### src/sac_pkg.sv
// Purpose: shared constants for the converter sequencer control block
// Assumes: apb word registers, 200 MHz pclk
// Notes: offsets of all registers are local choices
package sac_pkg;
    localparam logic [11:0] ADDR_CTRL1 = 12'h000;
    localparam logic [11:0] ADDR_CTRL2 = 12'h004;
    localparam logic [11:0] ADDR_TIMING = 12'h008;
    localparam logic [11:0] ADDR_STATUS = 12'h00C;
    localparam logic [11:0] ADDR_RESULT = 12'h010;
    localparam logic [11:0] ADDR_PINCFG = 12'h014;
    localparam logic [11:0] ADDR_BUFBASE = 12'h040;
    localparam int BIT_ON = 15;
    localparam int BIT_HALT_IDLE = 13;
    localparam int BIT_DMABM = 12;
    localparam int BIT_RES12 = 10;
    localparam int RESULT_LAYOUT_HI = 9;
    localparam int RESULT_LAYOUT_LO = 8;
    localparam int TRIG_HI = 7;
    localparam int TRIG_LO = 5;
    localparam int BIT_SIMULTANEOUS_ACQUIRE = 3;
    localparam int BIT_AUTO_ACQUIRE_START = 2;
    localparam int BIT_ACQUIRE_ACTIVE = 1;
    localparam int BIT_DONE = 0;
    localparam int BIT_SCAN = 10;
    localparam int CONVERSIONS_PER_INTERRUPT_HI = 5;
    localparam int CONVERSIONS_PER_INTERRUPT_LO = 2;
    localparam int SAMC_HI = 12;
    localparam int SAMC_LO = 8;
    localparam int DMABL_HI = 2;
    localparam int DMABL_LO = 0;
    localparam logic [15:0] CTRL1_WMASK = 16'hB7EE;
    localparam logic [15:0] CTRL2_WMASK = 16'h043C;
    localparam logic [15:0] TIMING_WMASK = 16'h1F07;
    localparam logic [15:0] RESET16 = 16'h0000;
    localparam logic [3:0] CH_LAST = 4'hC;
    localparam int NUM_SH = 4;
    typedef enum logic [2:0] {
        SAC_TRIG_MANUAL = 3'b000,
        SAC_TRIG_EXT = 3'b001,
        SAC_TRIG_TMR_B = 3'b010,
        SAC_TRIG_TMR_C = 3'b100,
        SAC_TRIG_AUTO = 3'b111
    } sac_trig_t;
    typedef enum logic [1:0] {
        SAC_IDLE = 2'b00,
        SAC_SAMPLE = 2'b01,
        SAC_CONVERT = 2'b10
    } sac_state_t;
endpackage

### src/sac_res_if.sv
// Purpose: result hand-off bundle between sequencer and formatter
// Assumes: single clock
// Notes: raw is right aligned
`timescale 1ns/1ps
`default_nettype none
interface sac_res_if;
    logic [11:0] raw;
    logic res12;
    logic [1:0] layout;
    logic [15:0] word;
    modport src (output raw, output res12, output layout, input word);
    modport fmt (input raw, input res12, input layout, output word);
endinterface
`default_nettype wire

### src/sac_ctrl.sv
// Purpose: sequencing, result storage and dma addressing for a sar converter
// Assumes: apb slave, analog core answers via conv_done with conv_data
// Notes: one base channel number from the host side, plus the hold index per sample/hold
//
// Decided for this implementation: register access over APB and the register addresses.
`timescale 1ns/1ps
`default_nettype none
module sac_ctrl #(
    parameter bit HAS_DMA = 1'b1,
    parameter int NUM_BUF = 16
) (
    input wire logic pclk,
    input wire logic presetn,
    input wire logic psel,
    input wire logic penable,
    input wire logic pwrite,
    input wire logic [11:0] paddr,
    input wire logic [31:0] pwdata,
    output logic pready,
    output logic [31:0] prdata,
    output logic pslverr,
    input wire logic cpu_idle,
    input wire logic external_interrupt_zero,
    input wire logic general_timer_b,
    input wire logic general_timer_c,
    input wire logic [3:0] scan_channel,
    input wire logic [3:0] manual_channel,
    input wire logic conv_done,
    input wire logic [11:0] conv_data,
    input wire logic [15:0] other_pin_config,
    input wire logic [15:0] pin_in,
    output logic [15:0] pin_digital,
    output logic sample_hold_track,
    output logic [sac_pkg::NUM_SH-1:0] sample_enable,
    output logic conv_start,
    output logic [3:0] conv_channel,
    output logic scan_restart,
    output logic converter_irq_flag,
    output logic dma_request,
    output logic [10:0] dma_address
);
    import sac_pkg::*;
    logic [15:0] converter_control_one;
    logic [15:0] ctrl2;
    logic [15:0] timing;
    logic [15:0] pin_analog_config;
    logic [15:0] result_mem [NUM_BUF];
    logic [3:0] buf_ptr;
    logic [3:0] conv_cnt;
    logic [3:0] sh_idx;
    logic [4:0] acquire_active_cnt;
    logic [6:0] dma_slot;
    logic trig_ext_q;
    sac_state_t state;
    sac_state_t next_state;
    sac_res_if res ();

    sac_format u_format (
        .res(res)
    );

    wire logic conv_on = converter_control_one[BIT_ON];
    wire logic halted = cpu_idle && converter_control_one[BIT_HALT_IDLE];
    wire logic run = conv_on && !halted;
    wire logic res12 = converter_control_one[BIT_RES12];
    wire logic simultaneous_acquire = converter_control_one[BIT_SIMULTANEOUS_ACQUIRE] && !res12;
    wire logic auto_acquire_start = converter_control_one[BIT_AUTO_ACQUIRE_START];
    wire logic acquire_active = converter_control_one[BIT_ACQUIRE_ACTIVE];
    wire logic [2:0] trig = converter_control_one[TRIG_HI:TRIG_LO];
    wire logic [3:0] conversions_per_interrupt = ctrl2[CONVERSIONS_PER_INTERRUPT_HI:CONVERSIONS_PER_INTERRUPT_LO];
    wire logic scan_en = ctrl2[BIT_SCAN];
    wire logic [2:0] dmabl = timing[DMABL_HI:DMABL_LO];
    wire logic [4:0] samc = timing[SAMC_HI:SAMC_LO];

    wire logic wr = psel && penable && pwrite;
    wire logic rd_ok_buf = paddr >= ADDR_BUFBASE && paddr < ADDR_BUFBASE + 12'(NUM_BUF * 4);
    wire logic [3:0] buf_sel = paddr[5:2];
    wire logic hit_ctrl1 = paddr == ADDR_CTRL1;
    wire logic hit_ctrl2 = paddr == ADDR_CTRL2;
    wire logic hit_timing = paddr == ADDR_TIMING;
    wire logic hit_status = paddr == ADDR_STATUS;
    wire logic hit_result = paddr == ADDR_RESULT;
    wire logic hit_pin = paddr == ADDR_PINCFG;
    wire logic mapped = hit_ctrl1 || hit_ctrl2 || hit_timing || hit_status || hit_result
                        || hit_pin || (!HAS_DMA && rd_ok_buf);
    wire logic wr_ctrl1 = wr && hit_ctrl1;

    // trigger decode
    wire logic ext_edge = external_interrupt_zero && !trig_ext_q;
    wire logic trig_hit = trig == SAC_TRIG_AUTO ? acquire_active_cnt >= samc :
                          trig == SAC_TRIG_TMR_C ? general_timer_c :
                          trig == SAC_TRIG_TMR_B ? general_timer_b :
                          trig == SAC_TRIG_EXT ? ext_edge : 1'b0;
    wire logic sw_end = trig == SAC_TRIG_MANUAL && wr_ctrl1 && !pwdata[BIT_ACQUIRE_ACTIVE];
    wire logic end_sample = state == SAC_SAMPLE && (trig_hit || sw_end);
    wire logic sw_start = wr_ctrl1 && pwdata[BIT_ACQUIRE_ACTIVE] && !auto_acquire_start;
    wire logic last_sh = simultaneous_acquire ? sh_idx == 4'(NUM_SH - 1) : 1'b1;
    wire logic done_evt = state == SAC_CONVERT && conv_done;
    wire logic seq_done = done_evt && last_sh;
    wire logic count_hit = seq_done && conv_cnt == conversions_per_interrupt;
    wire logic [3:0] raw_ch = scan_en ? scan_channel : manual_channel;
    wire logic [3:0] ch_eff = raw_ch > CH_LAST ? CH_LAST : raw_ch;
    // base plus hold index may pass the last input, so clamp it too
    wire logic [4:0] ch_sum = {1'b0, ch_eff} + {1'b0, sh_idx};
    wire logic [3:0] ch_sim = ch_sum > {1'b0, CH_LAST} ? CH_LAST : ch_sum[3:0];
    wire logic [3:0] ch_now = simultaneous_acquire ? ch_sim : ch_eff;

    always_comb begin
        next_state = state;
        unique case (state)
            SAC_IDLE: begin
                if (run && (auto_acquire_start || sw_start))
                    next_state = SAC_SAMPLE;
            end
            SAC_SAMPLE: begin
                if (!run)
                    next_state = SAC_IDLE;
                else if (end_sample)
                    next_state = SAC_CONVERT;
            end
            SAC_CONVERT: begin
                if (!run)
                    next_state = SAC_IDLE;
                else if (seq_done)
                    next_state = auto_acquire_start ? SAC_SAMPLE : SAC_IDLE;
            end
            default: next_state = SAC_IDLE;
        endcase
    end

    assign res.raw = conv_data;
    assign res.res12 = res12;
    assign res.layout = converter_control_one[RESULT_LAYOUT_HI:RESULT_LAYOUT_LO];

    always_ff @(posedge pclk or negedge presetn) begin
        if (!presetn)
            state <= SAC_IDLE;
        else
            state <= next_state;
    end

    always_ff @(posedge pclk or negedge presetn) begin
        if (!presetn) begin
            acquire_active_cnt <= 5'h00;
            trig_ext_q <= 1'b0;
            sh_idx <= 4'h0;
        end else begin
            trig_ext_q <= external_interrupt_zero;
            acquire_active_cnt <= state == SAC_SAMPLE ? acquire_active_cnt + 5'h01 : 5'h00;
            if (state != SAC_CONVERT || seq_done)
                sh_idx <= 4'h0;
            else if (done_evt)
                sh_idx <= sh_idx + 4'h1;
        end
    end

    always_ff @(posedge pclk or negedge presetn) begin
        if (!presetn) begin
            converter_control_one <= RESET16;
        end else begin
            if (wr_ctrl1)
                converter_control_one <= (pwdata[15:0] & CTRL1_WMASK)
                    | (converter_control_one & ~CTRL1_WMASK);
            if (wr_ctrl1 && !pwdata[BIT_DONE])
                converter_control_one[BIT_DONE] <= 1'b0;
            if (state == SAC_CONVERT && next_state == SAC_SAMPLE)
                converter_control_one[BIT_ACQUIRE_ACTIVE] <= 1'b1;
            else if (state == SAC_IDLE && next_state == SAC_SAMPLE)
                converter_control_one[BIT_ACQUIRE_ACTIVE] <= 1'b1;
            else if (end_sample || !run)
                converter_control_one[BIT_ACQUIRE_ACTIVE] <= 1'b0;
            if (end_sample)
                converter_control_one[BIT_DONE] <= 1'b0;
            else if (seq_done)
                converter_control_one[BIT_DONE] <= 1'b1;
        end
    end

    always_ff @(posedge pclk or negedge presetn) begin
        if (!presetn) begin
            ctrl2 <= RESET16;
            timing <= RESET16;
            pin_analog_config <= RESET16;
        end else begin
            if (wr && hit_ctrl2)
                ctrl2 <= pwdata[15:0] & CTRL2_WMASK;
            if (wr && hit_timing)
                timing <= pwdata[15:0] & TIMING_WMASK;
            if (wr && hit_pin)
                pin_analog_config <= pwdata[15:0];
        end
    end

    always_ff @(posedge pclk or negedge presetn) begin
        if (!presetn) begin
            conv_cnt <= 4'h0;
            buf_ptr <= 4'h0;
            dma_slot <= 7'h00;
            converter_irq_flag <= 1'b0;
            dma_request <= 1'b0;
            dma_address <= 11'h000;
        end else begin
            converter_irq_flag <= count_hit;
            dma_request <= HAS_DMA && count_hit;
            if (seq_done)
                conv_cnt <= count_hit ? 4'h0 : conv_cnt + 4'h1;
            if (done_evt)
                buf_ptr <= (count_hit || buf_ptr == 4'(NUM_BUF - 1)) ? 4'h0 : buf_ptr + 4'h1;
            if (count_hit) begin
                dma_slot <= dma_slot + 7'h01;
                if (converter_control_one[BIT_DMABM])
                    dma_address <= {7'h00, buf_ptr};
                else
                    dma_address <= 11'(({7'h00, ch_now} << dmabl) + 11'(dma_slot & 7'((8'h01 << dmabl) - 8'h01)));
            end
        end
    end

    always_ff @(posedge pclk) begin
        if (done_evt)
            result_mem[HAS_DMA ? 4'h0 : buf_ptr] <= res.word;
    end

    always_ff @(posedge pclk or negedge presetn) begin
        if (!presetn)
            prdata <= 32'h0000_0000;
        else if (psel && !penable && !pwrite)
            prdata <= hit_ctrl1 ? {16'h0000, converter_control_one} :
                      hit_ctrl2 ? {16'h0000, ctrl2} :
                      hit_timing ? {16'h0000, timing} :
                      hit_status ? {26'h0, state, conv_cnt} :
                      hit_result ? {16'h0000, result_mem[HAS_DMA ? 4'h0 : buf_ptr]} :
                      hit_pin ? {16'h0000, pin_analog_config} :
                      (!HAS_DMA && rd_ok_buf) ? {16'h0000, result_mem[buf_sel]} :
                      32'h0000_0000;
    end

    assign pready = psel && penable;
    assign pslverr = psel && penable && !mapped;
    assign pin_digital = pin_in & pin_analog_config & other_pin_config;
    assign sample_hold_track = state == SAC_SAMPLE;
    assign sample_enable = state != SAC_SAMPLE ? '0 : simultaneous_acquire ? '1 : NUM_SH'(1);
    assign conv_start = end_sample;
    assign conv_channel = ch_now;
    assign scan_restart = count_hit && scan_en;
endmodule // sac_ctrl
`default_nettype wire

### src/sac_format.sv
// Purpose: result alignment and sign coding
// Assumes: raw data right aligned
// Notes: purely combinational
`timescale 1ns/1ps
`default_nettype none
module sac_format (
    sac_res_if.fmt res
);
    import sac_pkg::*;
    wire logic [9:0] d10 = res.raw[9:0];
    wire logic [11:0] d12 = res.raw;
    wire logic [15:0] w10_int = {6'h00, d10};
    wire logic [15:0] w10_sint = {{7{~d10[9]}}, d10[8:0]};
    wire logic [15:0] w10_frac = {d10, 6'h00};
    wire logic [15:0] w10_sfrac = {~d10[9], d10[8:0], 6'h00};
    wire logic [15:0] w12_int = {4'h0, d12};
    wire logic [15:0] w12_sint = {{5{~d12[11]}}, d12[10:0]};
    wire logic [15:0] w12_frac = {d12, 4'h0};
    wire logic [15:0] w12_sfrac = {~d12[11], d12[10:0], 4'h0};
    wire logic [15:0] w10 = res.layout == 2'b00 ? w10_int :
                            res.layout == 2'b01 ? w10_sint :
                            res.layout == 2'b10 ? w10_frac : w10_sfrac;
    wire logic [15:0] w12 = res.layout == 2'b00 ? w12_int :
                            res.layout == 2'b01 ? w12_sint :
                            res.layout == 2'b10 ? w12_frac : w12_sfrac;
    assign res.word = res.res12 ? w12 : w10;
endmodule // sac_format
`default_nettype wire

### config.mk
export PLATFORM = sky130hd
export DESIGN_NAME = sac_ctrl
export DESIGN_NICKNAME = d
export VERILOG_FILES = /design/src/sac_pkg.sv /design/src/sac_res_if.sv /design/src/sac_ctrl.sv /design/src/sac_format.sv
export SDC_FILE = /design/constraint.sdc
export NUM_CORES = 1
export LEC_CHECK = 0
export BUFFER_PORTS_ARGS = -buffer_cell sky130_fd_sc_hd__buf_2
export CAP_MARGIN = 15
export CORE_MARGIN = 1.5
export CORE_UTILIZATION = 35
export DETAILED_ROUTE_END_ITERATION = 10
export GPL_TIMING_DRIVEN = 0
export SETUP_SLACK_MARGIN = 0.15
export SYNTH_ARGS = -nofsm -noshare
export SYNTH_HDL_FRONTEND = slang
export SYNTH_HIERARCHICAL = 1
export SYNTH_SLANG_ARGS = --single-unit
export TNS_END_PERCENT = 50
### constraint.sdc
create_clock -name pclk -period 13.15 [get_ports pclk]
set_input_delay 0.6575 -clock pclk [delete_from_list [all_inputs] [get_ports pclk]]
set_output_delay 0.6575 -clock pclk [all_outputs]
set_load 0.02 [all_outputs]
==> summary.txt <==
Placed design
  – Dpl cells: 1,065
  – Final estimated routing congestion in global placement: 0.872
  – Place WS: 8.06 ns
  – Port buffer count: 144
  – Detailed Place HPWL: 14.1 mm

Synth
  – Post-Synthesis Cells: 671
  – Main combinational cell family by area after synthesis: compound AO/OA/AOI/OAI gates
  – EDFF count, synth: 16
  – Post-Synth Simple-Gate Area: 0.166
  – Post-synth top cells: dfrtp_1 (97), nand2_1 (66), nor2_1 (47)
  – Post-synthesis xor/xnor area fraction: 0.0265
  – Synth Area in Adders: 0.0457
  – Ys async rst share: 0.858
  – Post-synth top area share: 0.367
  – Sequential element share of the synthesized area: 0.439
  – Area leader, netlist: dfrtp_1
  – Seq cells post-synth: 113
  – Post-synthesis compound-gate area fraction: 0.173
  – Synth cell types: 75
  – Most numerous cell in the Yosys netlist: dfrtp_1
  – Multiplexer share of the synthesized area: 0.0892
  – Post-Synthesis Cell Area: 6620 um2
  – Ys flop type: dfrtp_1
  – Synth area leaders: dfrtp_1 (37%), edfxtp_1 (7.3%), mux2_2 (6.3%)
  – Syn Area/Cell: 9.87 um2
  – Syn. warnings: 6

GRT
  – Largest net degree at the start of global routing: 52
  – GRT busiest layer: met2
  – Met2 Use GR: 0.320
  – GR Util met3: 0.0455
  – Initial antenna violation count: 1
  – Vias in the first global route: 5,526
  – Met1 Use GR: 0.254
  – Grt total ovfl: 0
  – First-pass GRT wire length: 29.7 mm
  – Global-route usage over all layers: 0.194

STA
  – RSZ-0062 raised after global routing: false
  – Relative slew margins: 0.227
  – Final slew viol count: 0
  – Final period util: 0.382
  – Setup slack after layout: 8.12 ns
  – Setup Skew: 0.00964 ns
  – Final setup violating endpoints: 0
  – Setup TNS: 0 ns
  – Final-report hold violation count: 0
  – Final min period: 5.03 ns
  – F_max: 0.199 GHz
  – Worst-margin pin slew: 1.15 ns

Clock network
  – PostCTS Resize Cnt: 0
  – Setup Fix Bufs, Post-CTS: 0
  – Worst-Skew Late Latency: 0.42 ns
  – Clk slew on worst S/H paths: 0.06 ns
  – Clock Path Buffers: 2
  – Root buffer cell: clkbuf_16
  – Clock sinks: 113
  – H-tree depth: 4
  – CTS Hold Bufs: 0
  – CTS buffer count: 17
  – CTS tree: built

Setup path
  – R2r worst-path depth: 21
  – Crit path DAT: 5.35 ns
  – Max Fanout on Critical Path: 8
  – Reg2Reg Capture Point: dma_address[8]$_DFFE_PN0P_
  – Crit start category: flip-flop
  – Worst setup EP type: flip-flop
  – CP startpoint: ctrl2[10]$_DFFE_PN0P_
  – Crit path capture: dma_address[8]$_DFFE_PN0P_
  – FF-to-FF setup slack: 8.12 ns
  – Crit path required time: 13.48 ns
  – RR Startpoint: ctrl2[10]$_DFFE_PN0P_
  – Kind of critical path: flip-flop to flip-flop

Floorplanning
  – Die Y: 141 um
  – Die area: 19,800 um2
  – Starting density of the core: 0.355
  – I/O Pins: 180
  – Std cell rows: 50
  – Die span in x: 141 um
  – Core Area: 18,600 um2

Layout
  – Post-layout util: 0.446
  – Seq. cell area: 2910 um2
  – Share of layout cells above drive strength 1: 0.295
  – Final Non-Filler Cells: 1,099
  – Area of the multi-input gates: 3370 um2
  – P&R area growth vs syn: 25.5%
  – Fillers: 1,822
  – Fin nets: 980

Power and ir drop
  – Sw frac: 0.242
  – Leakage: 0.00418 uW
  – Peak VDD IR: 0.0989 mV
  – Logic pwr share: 0.065
  – Cell Int Power: 657 uW
  – Psw: 210 uW
  – Pwr Density: 104 nW/um2
  – Clock power frac: 0.524
  – Seq pwr share: 0.410

Min path
  – Hold WC Path Type: primary input to async pin

Route
  – WL/cell: 17.0 um
  – Drt first-iter violations: 428
  – Vias: 5,748
  – Iteration count of the initial detailed-routing pass: 5
  – Routed wire length: 18.7 mm
  – DRC errors left: 0
  – Vias per Instance: 5.23
  – Post-DRT Antenna Nets: 0

Outcome
  – Outcome: finished, final reports clean

Job
  – # Max-Cap Violations: 0
[per-layer routing]
metal	wire, um	vias to the layer above
li1	-	2780
met1	8350	2751
met2	8730	195
met3	1310	22
met4	269	0
met5	0	-
[registers in the layout (all words and copies together), names as in the netlist]
register,count
ctrl2,5
prdata,16
conv_cnt,4
sh_idx,4
dma_request,1
dma_slot,7
dma_address,11
pin_analog_config,16
buf_ptr,4
converter_control_one,13
state,2
acquire_active_cnt,5
trig_ext_q,1
timing,8
result_mem,16
[kinds of logic (layout without fill, tap and decap cells)]
logic type                 count (synthesis)  after routing
and+or+nand+nor                          215            215
AOI/OAI and AO/OA                        164            164
DFF                                      113            113
buffers and inverters                     81            259
muxes                                     54             54
adders and majority gates                 23             23
xor gates and xnor gates                  20             20
other                                      1             17
[per-stage QoR]
step / hold slack, ns / total power, uW / cell area (um2)
after floorplan: 0.362 / 389 / 6680
after global placement: 0.462 / 418 / 7690
after detailed placement: 0.459 / 419 / 7720
after CTS: 0.317 / 875 / 8310
after global routing: 0.347 / 897 / 8310
final: 0.293 / 868 / 8310
[worst min path at each step]
stage	endpoint	slack (ns)	depth (start not counted)
final	dma_address[9]$_DFFE_PN0P_	0.29	1
after global routing	dma_address[9]$_DFFE_PN0P_	0.35	1
after CTS	dma_address[9]$_DFFE_PN0P_	0.32	1
after detailed placement	dma_slot[6]$_DFFE_PN0P_	0.46	1
after global placement	prdata[14]$_DFFE_PN0P_	0.46	2
after floorplan	acquire_active_cnt[0]$_DFF_PN0_	0.36	0
[worst max-delay path, cell delays in order (launching register included)]
cell and delay [ns]:
dfrtp_1 0.35, clkbuf_1 0.24, a21oi_1 0.23, a32o_1 0.22, ha_1 0.18, inv_1 0.05, fa_1 0.54, nor2b_1 0.23
a311o_1 0.17, nand2_1 0.09, nand2_1 0.09, a21oi_1 0.15, mux2_2 0.33, or3_1 0.35, fa_1 0.41, nor2b_1 0.18
o21ai_0 0.14, a21oi_1 0.28, o31a_1 0.22, o2111ai_2 0.14, xnor2_1 0.16, o31ai_2 0.18
[cell type report]
cell class	count	area share
timing repair buffer	146	0.0909
sequential	113	0.350
inverter	30	0.0135
antenna	1	0.000301
tap	234	0.0352
clock buffer	17	0.0512
multi-input combinational	492	0.406
clock inverter	15	0.0190
buffer	51	0.0343
[power by group through the flow]
stage	combinational, uW	sequential [uW]	clock (uW)
floorplan	26.3	363	0
global placement	55.3	362	0
detailed placement	56.5	362	0
CTS	56.8	356	462
global route	62.4	356	479
finish	56.7	356	455
[placed cells by master, fill, tap and decap left out, drive strengths merged, types with 8 or more instances in the layout]
cell type	netlist	final
a21oi	30	30
a221oi	8	8
a222oi	9	9
a22oi	8	8
a31oi	9	9
and2	8	8
and3	21	21
buf	29	175
clkbuf	22	39
conb	1	16
dfrtp	97	97
edfxtp	16	16
ha	21	21
inv	30	33
mux2	40	40
mux2i	14	14
nand2	66	66
nand2b	10	10
nand3	10	10
nor2	47	47
nor2b	11	11
nor3	13	13
o21ai	43	43
xnor2	11	11
xor2	9	9
No activity file was read; power rests on OpenSTA's default activity.
